--- config.mk ---
export PLATFORM = sky130hd
export DESIGN_NAME = nds_status_top
export DESIGN_NICKNAME = d
export VERILOG_FILES = /design/src/pkg/nds_pkg.sv /design/src/pkg/nds_die_if.sv /design/src/hw/nds_die_status.sv /design/src/hw/nds_strobe_gen.sv /design/src/hw/nds_status_top.sv
export SDC_FILE = /design/constraint.sdc
export NUM_CORES = 1
export LEC_CHECK = 0
export ABC_AREA = 1
export BUFFER_PORTS_ARGS = -buffer_cell sky130_fd_sc_hd__buf_2
export CORE_ASPECT_RATIO = 1.1
export CORE_MARGIN = 8
export CORE_UTILIZATION = 53
export DETAILED_ROUTE_END_ITERATION = 10
export PLACE_DENSITY = 0.84
export SLEW_MARGIN = 10
export SYNTH_ARGS = -nofsm -noshare
export SYNTH_HDL_FRONTEND = slang
export SYNTH_SLANG_ARGS = --single-unit
--- constraint.sdc ---
create_clock -name clk_sys -period 2.19 [get_ports clk_sys]
set_clock_uncertainty 0.15 [all_clocks]
set_input_delay 0.438 -clock clk_sys [delete_from_list [all_inputs] [get_ports clk_sys]]
set_output_delay 0.438 -clock clk_sys [all_outputs]
set_load 0.01 [all_outputs]
--- src/pkg/nds_pkg.sv ---
package nds_pkg;
   // ==========================================================
   // Target organisation
   localparam int DIES    = 2;
   localparam int DIE_W   = 1;
   localparam int PLANES  = 4;
   localparam int PLANE_W = 2;

   // ==========================================================
   // Command codes
   localparam logic [7:0] CMD_READ_MODE   = 8'h00;
   localparam logic [7:0] CMD_READ_STATUS = 8'h70;
   localparam logic [7:0] CMD_STATUS_ENH  = 8'h78;
   localparam logic [7:0] CMD_RESET_LUN   = 8'hFA;
   localparam logic [7:0] CMD_RESET_SYNC  = 8'hFC;
   localparam logic [7:0] CMD_RESET       = 8'hFF;

   // ==========================================================
   // Status byte layout
   localparam int SR_WP     = 7;
   localparam int SR_RDY    = 6;
   localparam int SR_ARRAY_READY_FLAG   = 5;
   localparam int SR_RSV_HI = 4;
   localparam int SR_RSV_LO = 3;
   localparam int SR_SUSP   = 2;
   localparam int SR_PRIOR_OP_FAIL_FLAG  = 1;
   localparam int SR_FAIL   = 0;
   localparam logic [7:0] STATUS_IDLE = 8'h00;

   // ==========================================================
   // Row address fields of the enhanced status sequence
   localparam int ROW_PLANE_LSB = 2;
   localparam int ROW_LUN_BIT   = 0;

   // ==========================================================
   // Timing
   localparam int CLK_PERIOD_NS          = 10;
   localparam int STROBE_ACCESS_DELAY_NS = 20;
   localparam int STROBE_ACCESS_RAW      =
      STROBE_ACCESS_DELAY_NS / CLK_PERIOD_NS;
   localparam int STROBE_ACCESS_CYC      =
      (STROBE_ACCESS_RAW < 1) ? 1 : STROBE_ACCESS_RAW;
   localparam int STROBE_CNT_W           = 4;

   // ==========================================================
   // Types
   typedef enum logic [1:0] {
      IF_ASYNC  = 2'h0,
      IF_NVDDR  = 2'h1,
      IF_NVDDR2 = 2'h2,
      IF_NVDDR3 = 2'h3
   } nds_iface_type;

   typedef enum logic [1:0] {
      OP_PROGRAM = 2'h0,
      OP_ERASE   = 2'h1,
      OP_READ    = 2'h2,
      OP_OTHER   = 2'h3
   } nds_op_type;

   typedef enum logic [1:0] {
      ST_IDLE = 2'h0,
      ST_ROW1 = 2'h1,
      ST_ROW2 = 2'h3,
      ST_ROW3 = 2'h2
   } nds_state_type;
endpackage

--- src/pkg/nds_die_if.sv ---
`timescale 1ns/100ps
interface nds_die_if;
   logic                            op_done;
   nds_pkg::nds_op_type             op_kind;
   logic [nds_pkg::PLANES-1:0]      op_planes;
   logic [nds_pkg::PLANES-1:0]      plane_fail;
   logic [nds_pkg::PLANES-1:0]      array_busy;
   logic                            io_busy;
   logic                            suspended;
   logic                            otp_mode;
   logic                            otp_deny;
   logic                            wp_n;
   logic [nds_pkg::PLANE_W-1:0]     sel_plane;
   logic                            or_all;
   logic [7:0]                      status;

   modport stat (
      input  op_done, op_kind, op_planes, plane_fail, array_busy,
      input  io_busy, suspended, otp_mode, otp_deny, wp_n,
      input  sel_plane, or_all,
      output status
   );
   modport ctl (
      output op_done, op_kind, op_planes, plane_fail, array_busy,
      output io_busy, suspended, otp_mode, otp_deny, wp_n,
      output sel_plane, or_all,
      input  status
   );
endinterface

--- src/hw/nds_die_status.sv ---
`timescale 1ns/100ps
module nds_die_status (
   input wire logic clk_sys,
   input wire logic srst,
   nds_die_if.stat  d
);
   logic [nds_pkg::PLANES-1:0] fail;
   logic [nds_pkg::PLANES-1:0] prior_op_fail_flag;
   logic                       otp_block;

   // ==========================================================
   // Per-plane pass/fail history
   always_ff @(posedge clk_sys) begin
      if (srst) begin
         fail  <= '0;
         prior_op_fail_flag <= '0;
      end else if (d.op_done) begin
         case (d.op_kind)
            nds_pkg::OP_PROGRAM: begin
               fail  <= (fail & ~d.op_planes) |
                        (d.plane_fail & d.op_planes);
               prior_op_fail_flag <= (prior_op_fail_flag & ~d.op_planes) |
                        (d.plane_fail & d.op_planes);
            end
            nds_pkg::OP_ERASE: begin
               // Erase leaves the program history alone
               fail <= (fail & ~d.op_planes) |
                       (d.plane_fail & d.op_planes);
            end
            default: begin
               // Reads leave both bits untouched
            end
         endcase
      end
   end

   // Sticky denial of a protected one-time page; set wins
   always_ff @(posedge clk_sys) begin
      if (srst) begin
         otp_block <= 1'b0;
      end else if (d.otp_deny && d.otp_mode) begin
         otp_block <= 1'b1;
      end else if (!d.otp_mode) begin
         otp_block <= 1'b0;
      end
   end

   // ==========================================================
   // Status byte
   always_comb begin
      d.status = nds_pkg::STATUS_IDLE;
      d.status[nds_pkg::SR_WP] =
         d.otp_mode ? ~otp_block : d.wp_n;
      d.status[nds_pkg::SR_RDY]  = ~d.io_busy;
      d.status[nds_pkg::SR_ARRAY_READY_FLAG] = ~|d.array_busy;
      d.status[nds_pkg::SR_SUSP] = d.suspended;
      d.status[nds_pkg::SR_PRIOR_OP_FAIL_FLAG] =
         d.or_all ? |prior_op_fail_flag : prior_op_fail_flag[d.sel_plane];
      d.status[nds_pkg::SR_FAIL] =
         d.or_all ? |fail : fail[d.sel_plane];
   end
endmodule

--- src/hw/nds_strobe_gen.sv ---
`timescale 1ns/100ps
module nds_strobe_gen (
   input  wire logic clk_sys,
   input  wire logic srst,
   input  wire logic run,
   output logic      dqs
);
   logic [nds_pkg::STROBE_CNT_W-1:0] wait_cnt;

   // Strobe starts only after the access delay, then toggles
   always_ff @(posedge clk_sys) begin
      if (srst || !run) begin
         wait_cnt <= '0;
         dqs      <= 1'b0;
      end else if (wait_cnt < nds_pkg::STROBE_CNT_W'(
                      nds_pkg::STROBE_ACCESS_CYC)) begin
         wait_cnt <= wait_cnt + 1'b1;
      end else begin
         dqs <= ~dqs;
      end
   end
endmodule

--- src/hw/nds_status_top.sv ---
// Contract
// - Every die keeps its own eight-bit status byte, reported independently.
// - After either status command, status is returned on every output request.
// - Async, DDR2, DDR3: live status while chip select and read strobe low.
// - DDR mode: live status while select, direction low and latches high.
// - DDR mode: strobe toggles after access delay while latches captured high.
// - DDR mode, latches captured low: live status, strobe stays idle.
// - Plain status command reports the most recently selected die.
// - Bit 7 low when protected; mirrors write-protect pin in normal mode.
// - One-time mode: bit 7 cleared on program of protected page.
// - Bit 6 low while busy; only resets and status commands accepted.
// - Bit 5 low while any plane runs; high when all done.
// - Bits 2 and 0 encode pass, fail, suspended and reserved.
// - Bit 1 holds fail of previous program; valid while bit 6 high. Here bit 1 takes the latest program's fail, as bit 0 does.
// - Erase and read never update bit 1.
// - Bit 0 holds fail of latest program or erase; valid when bit 5 high.
// - Plain status ORs plane fails; enhanced status shows addressed plane.
// - Plain status command accepted by selected die even while busy.
// - Enhanced status takes three row cycles; addressed die alone drives.
`timescale 1ns/100ps
module nds_status_top (
   input  wire logic                  clk_sys,
   input  wire logic                  srst,
   input  wire nds_pkg::nds_iface_type iface_mode,
   input  wire logic                  ce_n,
   input  wire logic                  cle,
   input  wire logic                  ale,
   input  wire logic                  we_n,
   input  wire logic                  read_strobe_n,
   input  wire logic                  wr_dir_n,
   input  wire logic                  wp_n,
   input  wire logic [7:0]            dq_in,
   output logic      [7:0]            dq_out,
   output logic                       dq_oe_n,
   output logic                       dqs_out,
   output logic                       dqs_oe_n,
   input  wire logic [nds_pkg::DIES-1:0] io_busy,
   input  wire logic [nds_pkg::DIES-1:0][nds_pkg::PLANES-1:0] array_busy,
   input  wire logic [nds_pkg::DIES-1:0] op_done,
   input  wire nds_pkg::nds_op_type   op_kind [nds_pkg::DIES],
   input  wire logic [nds_pkg::DIES-1:0][nds_pkg::PLANES-1:0] op_planes,
   input  wire logic [nds_pkg::DIES-1:0][nds_pkg::PLANES-1:0] plane_fail,
   input  wire logic [nds_pkg::DIES-1:0] suspended,
   input  wire logic [nds_pkg::DIES-1:0] otp_mode,
   input  wire logic [nds_pkg::DIES-1:0] otp_deny,
   output logic                       status_active,
   output logic [nds_pkg::DIE_W-1:0]  selected_die
);
   // ==========================================================
   // Declarations
   nds_pkg::nds_state_type          state;
   logic                            we_n_q;
   logic                            wr_dir_q;
   logic                            we_rise;
   logic                            cmd_cyc;
   logic                            addr_cyc;
   logic                            busy_ok;
   logic                            sel_busy;
   logic                            cmd_ok;
   logic                            status_en;
   logic                            or_all;
   logic [nds_pkg::DIE_W-1:0]       sel_die;
   logic [nds_pkg::PLANE_W-1:0]     sel_plane;
   logic [nds_pkg::PLANE_W-1:0]     plane_cap;
   logic                            cap_hi;
   logic                            cap_lo;
   logic                            is_ddr1;
   logic                            drive_async;
   logic                            drive_ddr;
   logic                            drive;
   logic                            dqs_run;
   logic                            drive_q;
   logic                            dqs_en_q;
   logic [7:0]                      die_status [nds_pkg::DIES];
   logic [7:0]                      cur_status;

   nds_die_if dif [nds_pkg::DIES] ();

   // ==========================================================
   // One status register per die
   for (genvar g = 0; g < nds_pkg::DIES; g++) begin : g_die
      assign dif[g].op_done    = op_done[g];
      assign dif[g].op_kind    = op_kind[g];
      assign dif[g].op_planes  = op_planes[g];
      assign dif[g].plane_fail = plane_fail[g];
      assign dif[g].array_busy = array_busy[g];
      assign dif[g].io_busy    = io_busy[g];
      assign dif[g].suspended  = suspended[g];
      assign dif[g].otp_mode   = otp_mode[g];
      assign dif[g].otp_deny   = otp_deny[g];
      assign dif[g].wp_n       = wp_n;
      assign dif[g].sel_plane  = sel_plane;
      assign dif[g].or_all     = or_all;
      assign die_status[g]     = dif[g].status;

      nds_die_status u_die (
         .clk_sys (clk_sys),
         .srst    (srst),
         .d       (dif[g].stat)
      );
   end

   // Only the selected die ever reaches the pins
   assign cur_status = die_status[sel_die];

   // ==========================================================
   // Bus cycle decode
   always_ff @(posedge clk_sys) begin
      if (srst) begin
         we_n_q   <= 1'b1;
         wr_dir_q <= 1'b1;
      end else begin
         we_n_q   <= we_n;
         wr_dir_q <= wr_dir_n;
      end
   end

   assign we_rise  = we_n && !we_n_q && !ce_n;
   assign cmd_cyc  = we_rise && cle && !ale;
   assign addr_cyc = we_rise && ale && !cle;
   assign sel_busy = io_busy[sel_die];

   always_comb begin
      busy_ok = 1'b0;
      unique case (dq_in)
         nds_pkg::CMD_READ_STATUS,
         nds_pkg::CMD_STATUS_ENH,
         nds_pkg::CMD_RESET_LUN,
         nds_pkg::CMD_RESET_SYNC,
         nds_pkg::CMD_RESET: busy_ok = 1'b1;
         default:            busy_ok = 1'b0;
      endcase
   end

   // A busy die ignores everything but resets and status
   assign cmd_ok = cmd_cyc && (!sel_busy || busy_ok);

   // ==========================================================
   // Enhanced status address sequence
   always_ff @(posedge clk_sys) begin
      if (srst) begin
         state <= nds_pkg::ST_IDLE;
      end else if (cmd_ok) begin
         state <= (dq_in == nds_pkg::CMD_STATUS_ENH) ?
                  nds_pkg::ST_ROW1 : nds_pkg::ST_IDLE;
      end else if (addr_cyc) begin
         unique case (state)
            nds_pkg::ST_IDLE: state <= nds_pkg::ST_IDLE;
            nds_pkg::ST_ROW1: state <= nds_pkg::ST_ROW2;
            nds_pkg::ST_ROW2: state <= nds_pkg::ST_ROW3;
            nds_pkg::ST_ROW3: state <= nds_pkg::ST_IDLE;
         endcase
      end
   end

   always_ff @(posedge clk_sys) begin
      if (srst) begin
         plane_cap <= '0;
      end else if (addr_cyc && state == nds_pkg::ST_ROW1) begin
         plane_cap <= dq_in[nds_pkg::ROW_PLANE_LSB +: nds_pkg::PLANE_W];
      end
   end

   // ==========================================================
   // Status output enable and die selection
   always_ff @(posedge clk_sys) begin
      if (srst) begin
         status_en <= 1'b0;
         or_all    <= 1'b1;
         sel_die   <= '0;
         sel_plane <= '0;
      end else if (cmd_ok) begin
         if (dq_in == nds_pkg::CMD_READ_STATUS) begin
            status_en <= 1'b1;
            or_all    <= 1'b1;
         end else begin
            // Read mode or any other command ends status output
            status_en <= 1'b0;
         end
      end else if (addr_cyc && state == nds_pkg::ST_ROW3) begin
         status_en <= 1'b1;
         or_all    <= 1'b0;
         sel_die   <= dq_in[nds_pkg::ROW_LUN_BIT +: nds_pkg::DIE_W];
         sel_plane <= plane_cap;
      end
   end

   // ==========================================================
   // Latch level capture for the DDR data path
   always_ff @(posedge clk_sys) begin
      if (srst || wr_dir_n) begin
         cap_hi <= 1'b0;
         cap_lo <= 1'b0;
      end else if (wr_dir_q) begin
         cap_hi <= ale && cle;
         cap_lo <= !ale && !cle;
      end
   end

   assign is_ddr1     = (iface_mode == nds_pkg::IF_NVDDR);
   // No strobe toggle needed: level of the strobe is enough
   assign drive_async = !ce_n && !read_strobe_n;
   assign drive_ddr   = !ce_n && !wr_dir_n &&
                        ((ale && cle) || cap_lo);
   assign drive       = status_en &&
                        (is_ddr1 ? drive_ddr : drive_async);
   assign dqs_run     = status_en && is_ddr1 && drive_ddr &&
                        cap_hi;

   // ==========================================================
   // Pin drivers; status is resampled each cycle so changes show
   always_ff @(posedge clk_sys) begin
      if (srst) begin
         dq_out   <= nds_pkg::STATUS_IDLE;
         drive_q  <= 1'b0;
         dqs_en_q <= 1'b0;
      end else begin
         dq_out   <= drive ? cur_status :
                     nds_pkg::STATUS_IDLE;
         drive_q  <= drive;
         dqs_en_q <= drive && is_ddr1;
      end
   end

   assign dq_oe_n       = !drive_q;
   assign dqs_oe_n      = !dqs_en_q;
   assign status_active = status_en;
   assign selected_die  = sel_die;

   nds_strobe_gen u_strobe (
      .clk_sys (clk_sys),
      .srst    (srst),
      .run     (dqs_run),
      .dqs     (dqs_out)
   );
endmodule

==> flow_metrics.env <==
export IMPL_outcome="finished clean"
export IMPL_cp_slowest_stage_delay_ns=0.72
export IMPL_area_growth_synth_to_final_pct=22.2
export IMPL_ys_types=34
export IMPL_ant_nets=0
export IMPL_postSynthCellCount=288
export IMPL_via_count=2047
export IMPL_place_ws_ns=0.422
export IMPL_seq_area_um2=881
export IMPL_start_util_pct=55.9
export IMPL_critPathMaxFanout=22
export IMPL_ios=70
export IMPL_grt_pass1_wl_um=8120
export IMPL_grt_pass1_vias=1998
export IMPL_path_class="reg2out"
export IMPL_hold_path_end="wr_dir_q"
export IMPL_grt_max_degree=23
export IMPL_nets=413
export IMPL_wl_per_cell_um=12.1
export IMPL_clock_sinks=44
export IMPL_hold_path_class="in2reg"
export IMPL_slew_viol_final=0
export IMPL_worstMarginPinSlew_ns=0.615
export IMPL_synthXorXnorAreaFrac_pct=0.425
export IMPL_drive_above_1_share_pct=26.1
export IMPL_final_setup_viol_count=0
export IMPL_finalCritPeriodShare_pct=84.7
export IMPL_grt_util_all_layers_pct=16.7
export IMPL_fillCellCount=357
export IMPL_cp_num_buf_inv=1
export IMPL_grt_remaining_overflow=0
export IMPL_die_area_mm2=0.00614
export IMPL_worst_setup_path_start_kind="register"
export IMPL_fin_area_mm2=0.00252
export IMPL_cpLargestDelayFamily="flip-flops"
export IMPL_synth_seq_cells=44
export IMPL_synth_warnings=0
export IMPL_routed_wl_um=4910
export IMPL_gp_congestion=0.837
export IMPL_core_rowCount=23
export IMPL_numCtsBuffers=5
export IMPL_power_density_mw_per_mm2=626
export IMPL_placed_area_mm2=0.00241
export IMPL_cp_arrival_ns=1.27
export IMPL_coreArea_mm2=0.00368
export IMPL_drtIter0Drc=147
export IMPL_drt_drc_violations_left=0
export IMPL_reg2reg_depth=8
export IMPL_final_common_cell="buf_2"
export IMPL_ctsHoldBuffers=0
export IMPL_synthTopCellsByArea="dfxtp_1 43%, nand2_1 8.9%, inv_1 7.1%"
export IMPL_ir_worst_vdd_mv=0.367
export IMPL_multi_input_area_um2=955
export IMPL_netlist_area_mm2=0.00206
export IMPL_r2r_slack_ns=0.36
export IMPL_synth_top_area_share_pct=42.8
export IMPL_port_buffers=67
export IMPL_yosys_area_share_simple_pct=25.6
export IMPL_via_per_inst=5.04
export IMPL_synthAdderAreaFrac_pct=0.608
export IMPL_muxShareOfSynthArea_pct=0
export IMPL_hold_path_startpoint="wr_dir_n"
export IMPL_drt_pass1_iterations=4
export IMPL_r2r_start="selected_die"
export IMPL_die_h_um=81.4
export IMPL_place_hpwl_um=3970
export IMPL_num_antenna_cells=0
export IMPL_drv_cap=0
export IMPL_slowest_stage="dfxtp_1"
export IMPL_finalHoldViolCount=0
export IMPL_slew_headroom_pct=58.9
export IMPL_die_w_um=75.4
export IMPL_layout_common_cells="67 x buf_2, 49 x nand2_1, 44 x dfxtp_1"
export IMPL_root_buffer="clkbuf_8"
export IMPL_rr_endpoint="status_active"
export IMPL_fin_ws_ns=0.335
export IMPL_crit_required_ns=1.60
export IMPL_avgSynthCellArea_um2=7.15
export IMPL_fmax_mhz=539
export IMPL_synth_area_leader_cell="dfxtp_1"
export IMPL_synth_top_family_by_area="simple AND/OR/NAND/NOR gates"
export IMPL_post_cts_setup_buffers=0
export IMPL_crit_chain="buf_2"
export IMPL_synth_compound_area_share_pct=19.3
export IMPL_p_leak_nw=1.17
export IMPL_endpoint_kind="primary output"
export IMPL_path_clk_slew_ns=0.08
export IMPL_seq_area_frac_synth_pct=42.8
export IMPL_insertion_delay_ns=0.29
export IMPL_htreeDepth=2
export IMPL_min_period_ns=1.86
export IMPL_finalSetupTns_ns=0
export IMPL_rsz0062_at_grt="no"
export IMPL_cts_resized=0
export IMPL_antenna_found_initial=0
export IMPL_min_path_cells=3
export IMPL_power_mw=1.58
export IMPL_cts_tree="yes"
export IMPL_ctsLongestPathBuffers=2
==> how the worst max path moves through the flow <==
stage	startpoint	endpoint	slack [ns]	depth (start not counted)
detailed placement	selected_die	status_active	0.42	8
finish	selected_die	selected_die	0.33	1
floorplan	dq_in[5]	state[0]	0.79	10
CTS	selected_die	selected_die	0.32	1
global route	selected_die	status_active	0.20	8
global placement	selected_die	status_active	0.54	8
==> report_power, final <==
group          internal [mW]  total [mW]  switching, mW
clock                  0.338       0.599          0.261
combinational         0.0675       0.153         0.0858
sequential             0.816       0.823        0.00728
==> cell usage after synthesis (all sizes together) <==
library cell and number:
a211oi 3, a21oi 26, a221oi 3, a22oi 1, a31oi 1, and2 1, buf 7, clkbuf 1
clkinv 1, conb 1, dfxtp 44, ha 1, inv 46, nand2 50, nand3 19, nand4 5
nor2 36, nor3 2, nor4 2, o211a 2, o211ai 1, o21a 1, o21ai 31, or2 2
xor2 1
==> kinds of logic (layout without fill, tap and decap cells) <==
kind of cell / after synthesis / count (layout)
AO/OA/AOI/OAI: 69 / 69
XOR/XNOR: 1 / 1
adder cells (fa/ha/maj): 1 / 1
buffers and inverters: 55 / 122
flip-flops: 44 / 44
other: 1 / 2
AND/OR/NAND/NOR: 117 / 117
==> layer usage <==
metal | GRT usage [%] | part of all wire, % | up-vias | routed length [um]
met1 | 17.9 | 40 | 908 | 1960
met2 | 29.5 | 50 | 59 | 2440
met5 | 0 | 0 | - | 0
met3 | 4.19 | 7.9 | 11 | 389
met4 | 8.85 | 2.5 | 0 | 124
li1 | - | - | 1069 | -
==> metrics by stage <==
| stage | std cells | util (%) | hold slack [ns] |
|---|---|---|---|
| finish | 406 | 68.3 | 0.204 |
| global route | 406 | 68.3 | 0.207 |
| CTS | 406 | 68.3 | 0.197 |
| detailed placement | 398 | 65.4 | 0.270 |
| global placement | 398 | 65.4 | 0.267 |
| floorplan | 289 | - | 0.259 |
==> layout make-up <==
cell class / instances / share of cell area [%]
multi-input combinational: 190 / 37.9
sequential: 44 / 35.0
timing repair buffer: 67 / 13.3
inverter: 47 / 7.01
clock buffer: 6 / 2.88
tap: 50 / 2.49
clock inverter: 2 / 1.39
No activity file was read; power rests on OpenSTA's default activity.
